<file path="src/core/rdt_pkg.sv">
package rdt_pkg;
    // Register byte addresses, two channels, each one aligned word
    localparam logic [7:0] CTRL0_OFFSET = 8'h00;
    localparam logic [7:0] RELOAD0_OFFSET = 8'h04;
    localparam logic [7:0] COUNT0_OFFSET = 8'h08;
    localparam logic [7:0] CTRL1_OFFSET = 8'h10;
    localparam logic [7:0] RELOAD1_OFFSET = 8'h14;
    localparam logic [7:0] COUNT1_OFFSET = 8'h18;
    localparam logic [7:0] CHAN_STRIDE = 8'h10;
    // Control and status register fields
    localparam int CTRL_ENABLE_BIT = 0;
    localparam int CTRL_TRIGGER_BIT = 1;
    localparam int CTRL_RELOAD_MODE_BIT = 2;
    localparam int CTRL_EVENT_MODE_BIT = 3;
    localparam int CTRL_CLKSEL_LSB = 4;
    localparam int CTRL_START_LSB = 6;
    localparam int CTRL_EDGE_LSB = 8;
    localparam int CTRL_GATE_LEVEL_BIT = 10;
    localparam int CTRL_OUT_ENABLE_BIT = 11;
    localparam int CTRL_IRQ_ENABLE_BIT = 12;
    localparam int CTRL_UNDERFLOW_BIT = 13;
    localparam int CTRL_RUNNING_BIT = 14;
    localparam int CTRL_OUTLEVEL_BIT = 15;
    localparam logic [15:0] CTRL_RESET = 16'h0000;
    localparam logic [15:0] RELOAD_RESET = 16'h0000;
    localparam logic [15:0] COUNT_RESET = 16'h0000;
    // Prescaler divide exponents: machine clock over 2, 8 and 32
    localparam int PRESCALE_EXP0 = 1;
    localparam int PRESCALE_EXP1 = 3;
    localparam int PRESCALE_EXP2 = 5;
    localparam int PRESCALE_WIDTH = 5;
    typedef enum logic [1:0] {START_SOFT, START_EDGE, START_GATE, START_RSVD} rdt_start_type;
    typedef enum logic [1:0] {EDGE_NONE, EDGE_RISE, EDGE_FALL, EDGE_BOTH} rdt_edge_type;
endpackage

</file>
<file path="src/core/rdt_chan_if.sv">
`timescale 1ns/10ps
`default_nettype none
interface rdt_chan_if;
    logic [15:0] ctrl;
    logic [15:0] reload;
    logic trigWrite;
    logic flagClear;
    logic [15:0] count;
    logic running;
    logic underflowFlag;
    logic outLevel;
    modport regs (output ctrl, output reload, output trigWrite, output flagClear,
        input count, input running, input underflowFlag, input outLevel);
    modport chan (input ctrl, input reload, input trigWrite, input flagClear,
        output count, output running, output underflowFlag, output outLevel);
endinterface
`default_nettype wire

</file>
<file path="src/core/rdt_top.sv">
`timescale 1ns/10ps
`default_nettype none
module rdt_top #(
    parameter int CHANNELS = 2
) (
    input wire logic core_clk,
    input wire logic sys_rst,
    input wire logic [7:0] paddr,
    input wire logic psel,
    input wire logic penable,
    input wire logic pwrite,
    input wire logic [31:0] pwdata,
    input wire logic [3:0] pstrb,
    output logic [31:0] prdata,
    output logic pready,
    output logic pslverr,
    input wire logic [CHANNELS-1:0] timerEventInputPin,
    output logic [CHANNELS-1:0] timerWaveformOutputPin,
    output logic [CHANNELS-1:0] intelligentIoServiceReq,
    output logic [CHANNELS-1:0] underflowIrq
);
    logic [rdt_pkg::PRESCALE_WIDTH-1:0] prescaleQ;
    logic [2:0] prescaleTick;
    logic wrEn;
    logic rdEn;
    logic [31:0] rdataD;
    logic errD;
    logic [31:0] rdataQ;
    logic errQ;

    // Ticks when the low bits of the prescaler all reach one
    always_ff @(posedge core_clk or posedge sys_rst) begin
        if (sys_rst) begin
            prescaleQ <= '0;
        end else begin
            prescaleQ <= prescaleQ + 5'h01;
        end
    end
    assign prescaleTick[0] = &prescaleQ[rdt_pkg::PRESCALE_EXP0-1:0];
    assign prescaleTick[1] = &prescaleQ[rdt_pkg::PRESCALE_EXP1-1:0];
    assign prescaleTick[2] = &prescaleQ[rdt_pkg::PRESCALE_EXP2-1:0];

    // Zero wait state slave: setup then one access cycle
    assign wrEn = psel & penable & pwrite;
    assign rdEn = psel & ~penable & ~pwrite;
    assign pready = 1'b1;

    function automatic logic [15:0] merge16(input logic [15:0] old, input logic [31:0] wd,
        input logic [3:0] strb);
        merge16 = old;
        if (strb[0]) begin
            merge16[7:0] = wd[7:0];
        end
        if (strb[1]) begin
            merge16[15:8] = wd[15:8];
        end
    endfunction

    function automatic logic [1:0] regSel(input logic [7:0] addr);
        regSel = addr[3:2];
    endfunction

    logic [15:0] ctrlQ [CHANNELS];
    logic [15:0] reloadQ [CHANNELS];
    logic [15:0] cntView [CHANNELS];
    logic [CHANNELS-1:0] hitChan;
    logic [CHANNELS-1:0] flagView;
    logic [CHANNELS-1:0] runView;
    logic [CHANNELS-1:0] outView;

    genvar g;
    generate
        for (g = 0; g < CHANNELS; g++) begin : gen_chan
            rdt_chan_if cif();
            logic trigD;
            logic clrD;
            logic ufPulse;
            logic trig_q;
            assign hitChan[g] = (paddr[7:4] == 4'(g)) && (paddr[1:0] == 2'h0);
            assign trigD = wrEn && hitChan[g] && regSel(paddr) == 2'h0 && pstrb[0] &&
                pwdata[rdt_pkg::CTRL_TRIGGER_BIT];
            // Flag clears by writing zero to it
            assign clrD = wrEn && hitChan[g] && regSel(paddr) == 2'h0 && pstrb[1] &&
                !pwdata[rdt_pkg::CTRL_UNDERFLOW_BIT];
            always_ff @(posedge core_clk or posedge sys_rst) begin
                if (sys_rst) begin
                    ctrlQ[g] <= rdt_pkg::CTRL_RESET;
                    reloadQ[g] <= rdt_pkg::RELOAD_RESET;
                end else if (wrEn && hitChan[g]) begin
                    if (regSel(paddr) == 2'h0) begin
                        ctrlQ[g] <= merge16(ctrlQ[g], pwdata, pstrb);
                    end else if (regSel(paddr) == 2'h1) begin
                        reloadQ[g] <= merge16(reloadQ[g], pwdata, pstrb);
                    end
                end
            end
            assign cif.ctrl = ctrlQ[g];
            assign cif.reload = reloadQ[g];
            // Start acts one cycle after the write so it sees the new enable and mode
            always_ff @(posedge core_clk or posedge sys_rst) begin
                if (sys_rst) begin
                    trig_q <= 1'b0;
                end else begin
                    trig_q <= trigD;
                end
            end
            assign cif.trigWrite = trig_q;
            assign cif.flagClear = clrD;
            rdt_channel u_chan (
                .core_clk(core_clk),
                .sys_rst(sys_rst),
                .prescaleTick(prescaleTick),
                .eventIn(timerEventInputPin[g]),
                .underflowPulse(ufPulse),
                .bus(cif.chan)
            );
            assign cntView[g] = cif.count;
            assign flagView[g] = cif.underflowFlag;
            assign runView[g] = cif.running;
            assign outView[g] = cif.outLevel;
            assign timerWaveformOutputPin[g] = cif.outLevel &
                ctrlQ[g][rdt_pkg::CTRL_OUT_ENABLE_BIT];
            assign underflowIrq[g] = cif.underflowFlag &
                ctrlQ[g][rdt_pkg::CTRL_IRQ_ENABLE_BIT];
            assign intelligentIoServiceReq[g] = ufPulse &
                ctrlQ[g][rdt_pkg::CTRL_IRQ_ENABLE_BIT];
        end
    endgenerate

    // Trigger bit always reads zero; status bits reflect channel state
    always_comb begin
        rdataD = 32'h0000_0000;
        errD = 1'b1;
        for (int i = 0; i < CHANNELS; i++) begin
            if (hitChan[i]) begin
                case (regSel(paddr))
                    2'h0: begin
                        rdataD[15:0] = ctrlQ[i];
                        rdataD[rdt_pkg::CTRL_TRIGGER_BIT] = 1'b0;
                        rdataD[rdt_pkg::CTRL_UNDERFLOW_BIT] = flagView[i];
                        rdataD[rdt_pkg::CTRL_RUNNING_BIT] = runView[i];
                        rdataD[rdt_pkg::CTRL_OUTLEVEL_BIT] = outView[i];
                        errD = 1'b0;
                    end
                    2'h1: begin
                        rdataD[15:0] = reloadQ[i];
                        errD = 1'b0;
                    end
                    2'h2: begin
                        rdataD[15:0] = cntView[i];
                        errD = 1'b0;
                    end
                    default: begin
                        errD = 1'b1;
                    end
                endcase
            end
        end
    end

    always_ff @(posedge core_clk or posedge sys_rst) begin
        if (sys_rst) begin
            rdataQ <= 32'h0000_0000;
            errQ <= 1'b0;
        end else if (rdEn) begin
            rdataQ <= rdataD;
            errQ <= errD;
        end else if (psel && !penable) begin
            rdataQ <= 32'h0000_0000;
            errQ <= errD;
        end
    end
    assign prdata = rdataQ;
    assign pslverr = errQ & psel & penable;
endmodule
`default_nettype wire

</file>
<file path="src/core/rdt_channel.sv">
`timescale 1ns/10ps
`default_nettype none
module rdt_channel (
    input wire logic core_clk,
    input wire logic sys_rst,
    input wire logic [2:0] prescaleTick,
    input wire logic eventIn,
    output logic underflowPulse,
    rdt_chan_if.chan bus
);
    logic [15:0] countQ;
    logic runningQ;
    logic flagQ;
    logic outQ;
    logic inPrevQ;
    logic rise;
    logic fall;
    logic edgeHit;
    logic startHit;
    logic tick;
    logic gateOk;
    logic armed;
    logic [1:0] clkSel;
    rdt_pkg::rdt_start_type startSel;
    rdt_pkg::rdt_edge_type edgeSel;

    assign armed = bus.ctrl[rdt_pkg::CTRL_ENABLE_BIT];
    assign clkSel = bus.ctrl[rdt_pkg::CTRL_CLKSEL_LSB +: 2];
    assign startSel = rdt_pkg::rdt_start_type'(bus.ctrl[rdt_pkg::CTRL_START_LSB +: 2]);
    assign edgeSel = rdt_pkg::rdt_edge_type'(bus.ctrl[rdt_pkg::CTRL_EDGE_LSB +: 2]);

    always_ff @(posedge core_clk or posedge sys_rst) begin
        if (sys_rst) begin
            inPrevQ <= 1'b0;
        end else begin
            inPrevQ <= eventIn;
        end
    end
    assign rise = eventIn & ~inPrevQ;
    assign fall = ~eventIn & inPrevQ;

    always_comb begin
        case (edgeSel)
            rdt_pkg::EDGE_RISE: edgeHit = rise;
            rdt_pkg::EDGE_FALL: edgeHit = fall;
            rdt_pkg::EDGE_BOTH: edgeHit = rise | fall;
            default: edgeHit = 1'b0;
        endcase
    end

    // Software trigger stays a start source in every start mode
    always_comb begin
        startHit = bus.trigWrite;
        if (startSel == rdt_pkg::START_EDGE) begin
            startHit = bus.trigWrite | edgeHit;
        end
    end

    assign gateOk = (startSel != rdt_pkg::START_GATE) ||
        (eventIn == bus.ctrl[rdt_pkg::CTRL_GATE_LEVEL_BIT]);

    always_comb begin
        if (bus.ctrl[rdt_pkg::CTRL_EVENT_MODE_BIT]) begin
            tick = edgeHit;
        end else begin
            case (clkSel)
                2'h0: tick = prescaleTick[0];
                2'h1: tick = prescaleTick[1];
                2'h2: tick = prescaleTick[2];
                default: tick = 1'b0;
            endcase
            tick = tick & gateOk;
        end
    end

    assign underflowPulse = runningQ & tick & (countQ == 16'h0000);

    always_ff @(posedge core_clk or posedge sys_rst) begin
        if (sys_rst) begin
            countQ <= rdt_pkg::COUNT_RESET;
            runningQ <= 1'b0;
        end else if (!armed) begin
            runningQ <= 1'b0;
        end else if (startHit) begin
            countQ <= bus.reload;
            runningQ <= 1'b1;
        end else if (underflowPulse) begin
            // Reload value N gives N+1 ticks between underflows
            if (bus.ctrl[rdt_pkg::CTRL_RELOAD_MODE_BIT]) begin
                countQ <= bus.reload;
            end else begin
                countQ <= 16'hffff;
                runningQ <= 1'b0;
            end
        end else if (runningQ && tick) begin
            countQ <= countQ - 16'h0001;
        end
    end

    // Set wins over a same-cycle software clear
    always_ff @(posedge core_clk or posedge sys_rst) begin
        if (sys_rst) begin
            flagQ <= 1'b0;
        end else if (underflowPulse) begin
            flagQ <= 1'b1;
        end else if (bus.flagClear) begin
            flagQ <= 1'b0;
        end
    end

    always_ff @(posedge core_clk or posedge sys_rst) begin
        if (sys_rst) begin
            outQ <= 1'b0;
        end else if (bus.ctrl[rdt_pkg::CTRL_RELOAD_MODE_BIT]) begin
            if (underflowPulse) begin
                outQ <= ~outQ;
            end
        end else begin
            outQ <= runningQ;
        end
    end

    assign bus.count = countQ;
    assign bus.running = runningQ;
    assign bus.underflowFlag = flagQ;
    assign bus.outLevel = outQ;

    a_oneshot_stops: assert property (@(posedge core_clk) disable iff (sys_rst)
        (underflowPulse && !bus.ctrl[rdt_pkg::CTRL_RELOAD_MODE_BIT] && !startHit && armed)
        |=> !runningQ && countQ == 16'hffff)
        else $error("one-shot did not stop at underflow");
    a_reload_reloads: assert property (@(posedge core_clk) disable iff (sys_rst)
        (underflowPulse && bus.ctrl[rdt_pkg::CTRL_RELOAD_MODE_BIT] && !startHit && armed)
        |=> runningQ && countQ == $past(bus.reload))
        else $error("reload mode did not reload");
    a_flag_sets: assert property (@(posedge core_clk) disable iff (sys_rst)
        underflowPulse |=> flagQ)
        else $error("underflow flag not set");
    a_start_loads: assert property (@(posedge core_clk) disable iff (sys_rst)
        (armed && startHit) |=> runningQ && countQ == $past(bus.reload))
        else $error("start did not load reload value");
    a_gate_pauses: assert property (@(posedge core_clk) disable iff (sys_rst)
        (armed && !startHit && !gateOk && !bus.ctrl[rdt_pkg::CTRL_EVENT_MODE_BIT])
        |=> $stable(countQ))
        else $error("counter moved with gate closed");
    a_toggle_out: assert property (@(posedge core_clk) disable iff (sys_rst)
        (underflowPulse && bus.ctrl[rdt_pkg::CTRL_RELOAD_MODE_BIT]) |=> outQ != $past(outQ))
        else $error("output did not toggle");
    a_event_step: assert property (@(posedge core_clk) disable iff (sys_rst)
        (armed && runningQ && !startHit && bus.ctrl[rdt_pkg::CTRL_EVENT_MODE_BIT]
        && !edgeHit) |=> $stable(countQ))
        else $error("event count moved without edge");
    a_count_steps: assert property (@(posedge core_clk) disable iff (sys_rst)
        (armed && runningQ && tick && !startHit && countQ != 16'h0000)
        |=> countQ == $past(countQ) - 16'h0001)
        else $error("counter did not step down by one");
endmodule
`default_nettype wire

</file>
<file path="config.mk">
export PLATFORM = sky130hd
export DESIGN_NAME = rdt_top
export DESIGN_NICKNAME = d
export VERILOG_FILES = /design/src/core/rdt_pkg.sv /design/src/core/rdt_chan_if.sv /design/src/core/rdt_top.sv /design/src/core/rdt_channel.sv
export SDC_FILE = /design/constraint.sdc
export NUM_CORES = 1
export LEC_CHECK = 0
export ABC_AREA = 1
export BUFFER_PORTS_ARGS = -buffer_cell sky130_fd_sc_hd__buf_4
export CAP_MARGIN = 10
export CORE_MARGIN = 2
export CORE_UTILIZATION = 60
export DETAILED_ROUTE_END_ITERATION = 10
export PLACE_DENSITY_LB_ADDON = 0.08
export SLEW_MARGIN = 20
export SYNTH_ARGS = -nofsm -noshare
export SYNTH_HDL_FRONTEND = slang
export SYNTH_SLANG_ARGS = --single-unit
</file>
<file path="constraint.sdc">
create_clock -name core_clk -period 10.6 [get_ports core_clk]
set_clock_uncertainty 0.2 [all_clocks]
set_input_delay 2.12 -clock core_clk [delete_from_list [all_inputs] [get_ports core_clk]]
set_output_delay 2.12 -clock core_clk [all_outputs]
set_load 0.005 [all_outputs]
</file>
==> run summary, run 1 <==
Total Neg Setup Slack: 0 ns
adder and majority gate portion of the synthesized area: 1.47%
Netlist Area Pre-Place: 7640 um2
Die Ht: 117 um
row count: 41
WP data required: 8.28 ns
Synth Area in Compound Gates: 12.7%
Tightest Pin Transition: 1.10 ns
synthesis-to-layout area growth: 11.6%
min Tclk post-route: 6.05 ns
CP Class: primary input to primary output
GPL Wtd Cong: 0.903
Synth Area per Inst: 7.28 um2
Max Cap Violations: 0
hold buffer count at cts: 0
fin. max-slew vios: 0
fmax: 0.165 GHz
Final Total Pwr: 1.06 mW
vias in the first global route: 6366
Antenna Cells: 0
initial antenna violation count: 0
largest net degree at the start of global routing: 70
area share of and/or/nand/nor cells after synthesis: 32.8%
clock sink count: 120
critical path startpoint category: primary input
# nets final: 1143
DRT antenna net count: 0
# Post-CTS Setup Buffers: 0
Max VDD drop: 0.126 mV
hold_sp: prdata[2]
PortBufs: 55
CTS tree: built
Ports: 91
status: finished clean
mux contribution to synthesized area: 0%
cell count after synthesis: 1050
initial core utilization: 61.1%
Yosys top cell by area: dfrtp_1
first-pass GRT wire length: 33700 um
Synth Register Bits: 120
Crit. End Element: primary output
Final period util: 57.1%
core area: 12500 um2
Max Fanout on Critical Path: 17
Die ar.: 13700 um2
Critical Path Source: timerEventInputPin[0]
synth warn: 0
reg2reg start: gen_chan[1].u_chan.inPrevQ
vias post-DR: 7152
Hold Crit Class: register to register
Post-Route WL: 21200 um
ranking of synthesized cells by area: dfrtp_1 39%, nand2_1 14%, nor2_1 6.3%
total global-route track usage: 32.7%
slew margin rel.: 26.5%
Power per Cell Area: 125 nW/um2
drt first pass iters: 5
final setup fails: 0
CTS buffer count: 17
Clk Latency, worst-skew pair: 0.42 ns
H-tree lvl count: 4
RSZ-0062 raised after global routing: no
die width: 117 um
clock transition at the registers of the reported paths: 0.05 ns
xor-xnor portion of the synthesized cell area: 2.87%
area share of the largest cell type after synthesis: 39.3%
root buffer cell: clkbuf_16
crit path DAT: 3.73 ns
P_leak: 4.34 nW
Fin. Hold Viols: 0
Fillers: 1142
Clock Path Buffers: 2
Avg Vias per Cell: 5.64
post-cts sizing count: 0
largest family of logic cells by synthesized area: simple AND/OR/NAND/NOR gates
layout cells sized above 1: 16.4%
library cells used by synthesis: 44
Seq/Total Area, Yosys: 39.3%
DP HPWL: 14700 um
routed length per instance: 16.7 um
1st-iter DRT viols: 806
GRT overflow: 0
DRC: 0
[cell families (layout without fill, tap and decap cells)]
logic type	after synthesis	count (layout)
XOR/XNOR	25	25
AO/OA/AOI/OAI	149	149
AND/OR/NAND/NOR	572	572
adder cells (fa/ha/maj)	9	9
flip-flops	120	120
buffers and inverters	173	203
other	2	17
[registers in the layout (all words and copies together) (netlist names)]
register and cells:
prdata 16, gen_chan.u_chan.bus.running 2, gen_chan.u_chan.inPrevQ 2, prescaleQ 5, gen_chan.u_chan.bus.outLevel 2, gen_chan.u_chan.bus.underflowFlag 2
gen_chan.cif.ctrl 24, gen_chan.cif.reload 32, errQ 1, gen_chan.u_chan.bus.count 32, gen_chan.cif.trigWrite 2
[final cells by class]
class / count / area (um2) / area share, %
Clock inverter: 8 / 71.3 / 0.837
Multi-Input combinational cell: 772 / 3880 / 45.5
Clock buffer: 23 / 488 / 5.72
Tap cell: 172 / 215 / 2.52
Timing Repair Buffer: 57 / 428 / 5.02
Sequential cell: 120 / 3000 / 35.2
Inverter: 115 / 439 / 5.15
[worst paths after layout]
kind                                              endpoint  slack [ns]  depth (start not counted)
min in group asynchronous  gen_chan[1].u_chan.bus.count[2]        1.69                          2
max reg2reg                gen_chan[1].u_chan.bus.count[1]        7.84                         10
min                                              prdata[2]        0.28                          2
max                             intelligentIoServiceReq[0]        4.55                         11
max in group asynchronous                       prdata[10]        7.31                          3
min reg2reg                                      prdata[2]        0.28                          2
[worst max-delay path, stage by stage]
cell     delay (ns)
buf_4          0.11
inv_1          0.05
ha_1           0.28
nand2_1        0.06
nand3_1        0.09
nand3_1        0.09
nand2_2        0.08
a21oi_4        0.43
nand2_1        0.16
nor2_1         0.12
buf_4          0.12
[routing by layer]
| layer | part of all wire [%] | vias to the layer above | global-route usage, % |
|---|---|---|---|
| met5 | 0 | - | 0 |
| met3 | 8.5 | 46 | 6.95 |
| met4 | 2.5 | 0 | 11.5 |
| met2 | 44 | 318 | 48.8 |
| li1 | - | 3429 | - |
| met1 | 45 | 3359 | 47.5 |
[power by group]
| part | total (mW) | internal, mW | switching [mW] |
|---|---|---|---|
| Sequential | 0.464 | 0.461 | 0.00260 |
| Clock | 0.548 | 0.344 | 0.205 |
| Combinational | 0.0522 | 0.0145 | 0.0377 |
[Yosys cell counts (all sizes together)]
cell     number
a21oi        22
clkbuf        9
clkinv        2
and2          1
conb          2
nand4        21
a221oi       14
or2          20
o22ai        23
nor3b         1
ha            9
o221ai        1
o2111ai       2
nand3        79
o211ai        1
inv         113
dfrtp       120
and3          1
o21ai        83
a22o          1
xor2         25
nand2       305
buf          49
a21boi        1
nor3          5
a22oi         1
nor2        139
[metrics by stage]
stage               util (%)  instance area [um2]  cells  worst slack, ns  hold WS, ns
floorplan                  -                 7700   1065             5.03        0.255
global placement        63.6                 7960   1236             4.56        0.263
detailed placement      63.6                 7960   1236             4.56        0.268
CTS                     68.1                 8520   1267             4.55        0.282
global route            68.1                 8530   1267             4.33        0.301
finish                  68.1                 8530   1267             4.55        0.276
[placed cells by master (no fill, tap or decap), types with 9 or more instances in the layout]
cell type    n
o22ai_1     23
nand2_1    293
nand2_2     11
or2_2       20
o21ai_0     14
nand4_1     21
inv_2       14
ha_1         9
a221oi_1    14
nor2_1     128
xor2_1      25
o21ai_2     25
a21oi_1     19
dfrtp_1    120
o21ai_1     44
nand3_1     75
clkbuf_16   17
inv_1       98
buf_4       57
conb_1      17
Power figures use the tool's default switching activity.
==> run 2, diff against run 1 <==
CORE_UTILIZATION = 54   (was 60)
clock period = 5.3 ns   (was 10.6 ns; I/O delays follow)
==> run 2 against run 1 <==
Worst setup slack worse by 3.1 ns. Non-clock buffer count is 5 higher. Wire length grew 1.7%. Sequential cell count stayed put. Utilization decreased by 6.0 points. Cell count up 0.95%. Design area up 0.81%. Count of clock-buffer cells in the layout is 2 lower. Sequential share of layout area down 0.28 points. First-iteration DRC count down 14%. Combinational power rose by 100%. Global-route usage shrank 2.9 points. Largest power group unchanged.
==> run summary, run 2 (synthesis gave the netlist of run 1 again) <==
status: finished clean
most common cell after layout, fill and taps aside: nand2_1
clock sink count: 120
Crit. End Element: primary output
CTS buffer count: 17
Fillers: 1279
# Post-CTS Setup Buffers: 0
Critical R2R Capture: gen_chan[1].u_chan.bus.count[1]
Final period util: 72.2%
P_leak: 4.37 nW
Ports: 91
row count: 43
vias in the first global route: 6230
final standard cell area without fillers: 8590 um2
GRT overflow: 0
Reg2Reg Setup Slack: 2.49 ns
critical path's slowest cell: ha_1
drt first pass iters: 5
Clock Path Buffers: 2
instance count on the critical path: 12
1st-iter DRT viols: 695
Power per Cell Area: 256 nW/um2
Clk Latency, worst-skew pair: 0.42 ns
Max Cap Violations: 0
largest net degree at the start of global routing: 53
Critical Path Source: timerEventInputPin[0]
GR Layer Usage met1: 44.4%
final setup fails: 0
routed length per instance: 16.8 um
Die ar.: 15100 um2
core area: 13800 um2
hold buffer count at cts: 0
Bufs and invs on worst path: 4
die width: 123 um
initial core utilization: 55.3%
initial antenna violation count: 0
post-cts sizing count: 0
GPL Wtd Cong: 0.888
CP Class: primary input to primary output
most frequent cells in the layout: 293 x nand2_1, 128 x nor2_1, 120 x dfrtp_1
DRT antenna net count: 0
Fin. Hold Viols: 0
fin. max-slew vios: 0
FF+latch area: 3000 um2
total global-route track usage: 29.9%
slowest cell delay on critical path: 0.29 ns
worst r2r path cells: 14
crit path DAT: 2.57 ns
Avg Vias per Cell: 5.44
CP delay by family, top: simple AND/OR/NAND/NOR gates
endpoint of the most critical setup path: intelligentIoServiceReq[0]
synthesis-to-layout area growth: 12.5%
# nets final: 1148
RSZ-0062 raised after global routing: no
crit-path cells: buf_4 -> inv_1 -> ha_1 -> nand2_1 -> nand3_1 -> nand3_1 -> nand2_2 -> a21oi_4 -> buf_4 -> nand2_1 -> nor2_1 -> buf_4
reg2reg start: prescaleQ[0]
M3 GR Usage: 6.04%
met2 GRT Util: 43.5%
slew margin rel.: 31.2%
critical path startpoint category: primary input
min Tclk post-route: 3.83 ns
CP dominant cell by count: buf_4
fmax: 0.261 GHz
Die Ht: 123 um
Tightest Pin Transition: 1.03 ns
Antenna Cells: 0
vias post-DR: 6956
Max Fanout on Critical Path: 17
PortBufs: 55
DRC: 0
Placed Area: 8010 um2
clock transition at the registers of the reported paths: 0.05 ns
Max VDD drop: 0.246 mV
layout cells sized above 1: 16.7%
worst hold slack: 0.287 ns
Total Neg Setup Slack: 0 ns
H-tree lvl count: 4
DP HPWL: 15500 um
first-pass GRT wire length: 34100 um
root buffer cell: clkbuf_16
Post-Route WL: 21500 um
WP data required: 4.04 ns
GRT busiest layer: met1
multi-input logic area: 3880 um2
Hold Crit Class: register to register
CTS tree: built
## run 2: worst min path at each step
stage | depth (start not counted) | start | slack, ns | end
3_3_place_gp | 1 | prescaleQ[4] | 0.26 | prescaleQ[4]
2_1_floorplan | 2 | gen_chan[0].cif.reload[1] | 0.25 | gen_chan[0].cif.reload[1]
5_1_grt | 2 | prdata[12] | 0.29 | prdata[12]
4_1_cts | 2 | prdata[2] | 0.28 | prdata[2]
3_5_place_dp | 2 | prdata[2] | 0.27 | prdata[2]
6_report | 2 | prdata[9] | 0.29 | prdata[9]
## run 2: metrics by stage
stage | worst slack (ns) | power (mW) | std cells | utilization, %
final | 1.47 | 2.20 | 1279 | 62.2
after global routing | 1.38 | 2.27 | 1279 | 62.2
after CTS | 1.50 | 2.21 | 1279 | 62.2
after detailed placement | 1.52 | 1.05 | 1249 | 57.9
after global placement | 1.55 | 1.05 | 1249 | 57.9
after floorplan | 0.854 | 1.01 | 1065 | -
## run 2: layout make-up
class,count,area share [%]
repair buffers,62,5.42
well taps,180,2.62
multi-input cells,772,45.1
inverters,115,5.11
flip-flops and latches,120,34.9
clock buffers,21,5.36
clock inverters,9,1.46
## run 2: routing by layer
metal | wire [um] | up-vias
li1 | - | 3429
met1 | 10300 | 3252
met2 | 9350 | 243
met3 | 1480 | 32
met4 | 385 | 0
met5 | 0 | -
## run 2: report_power, final
group          switching [mW]  internal, mW
Sequential            0.00527         0.922
Combinational          0.0766        0.0303
Clock                   0.415         0.754
Total                   0.497          1.71
## run 2: worst register-to-register path, cell delays in order, from the launching register on
cell and delay [ns]:
dfrtp_1 0.43, ha_1 0.21, nand2_1 0.06, nor2_1 0.09, ha_1 0.19, nand3_1 0.08, nand3_1 0.09, nand2_1 0.06
nand2_2 0.31, nand2_2 0.13, nand2_2 0.09, nand2_4 0.14, inv_2 0.34, nor2_1 0.09, a21oi_1 0.20
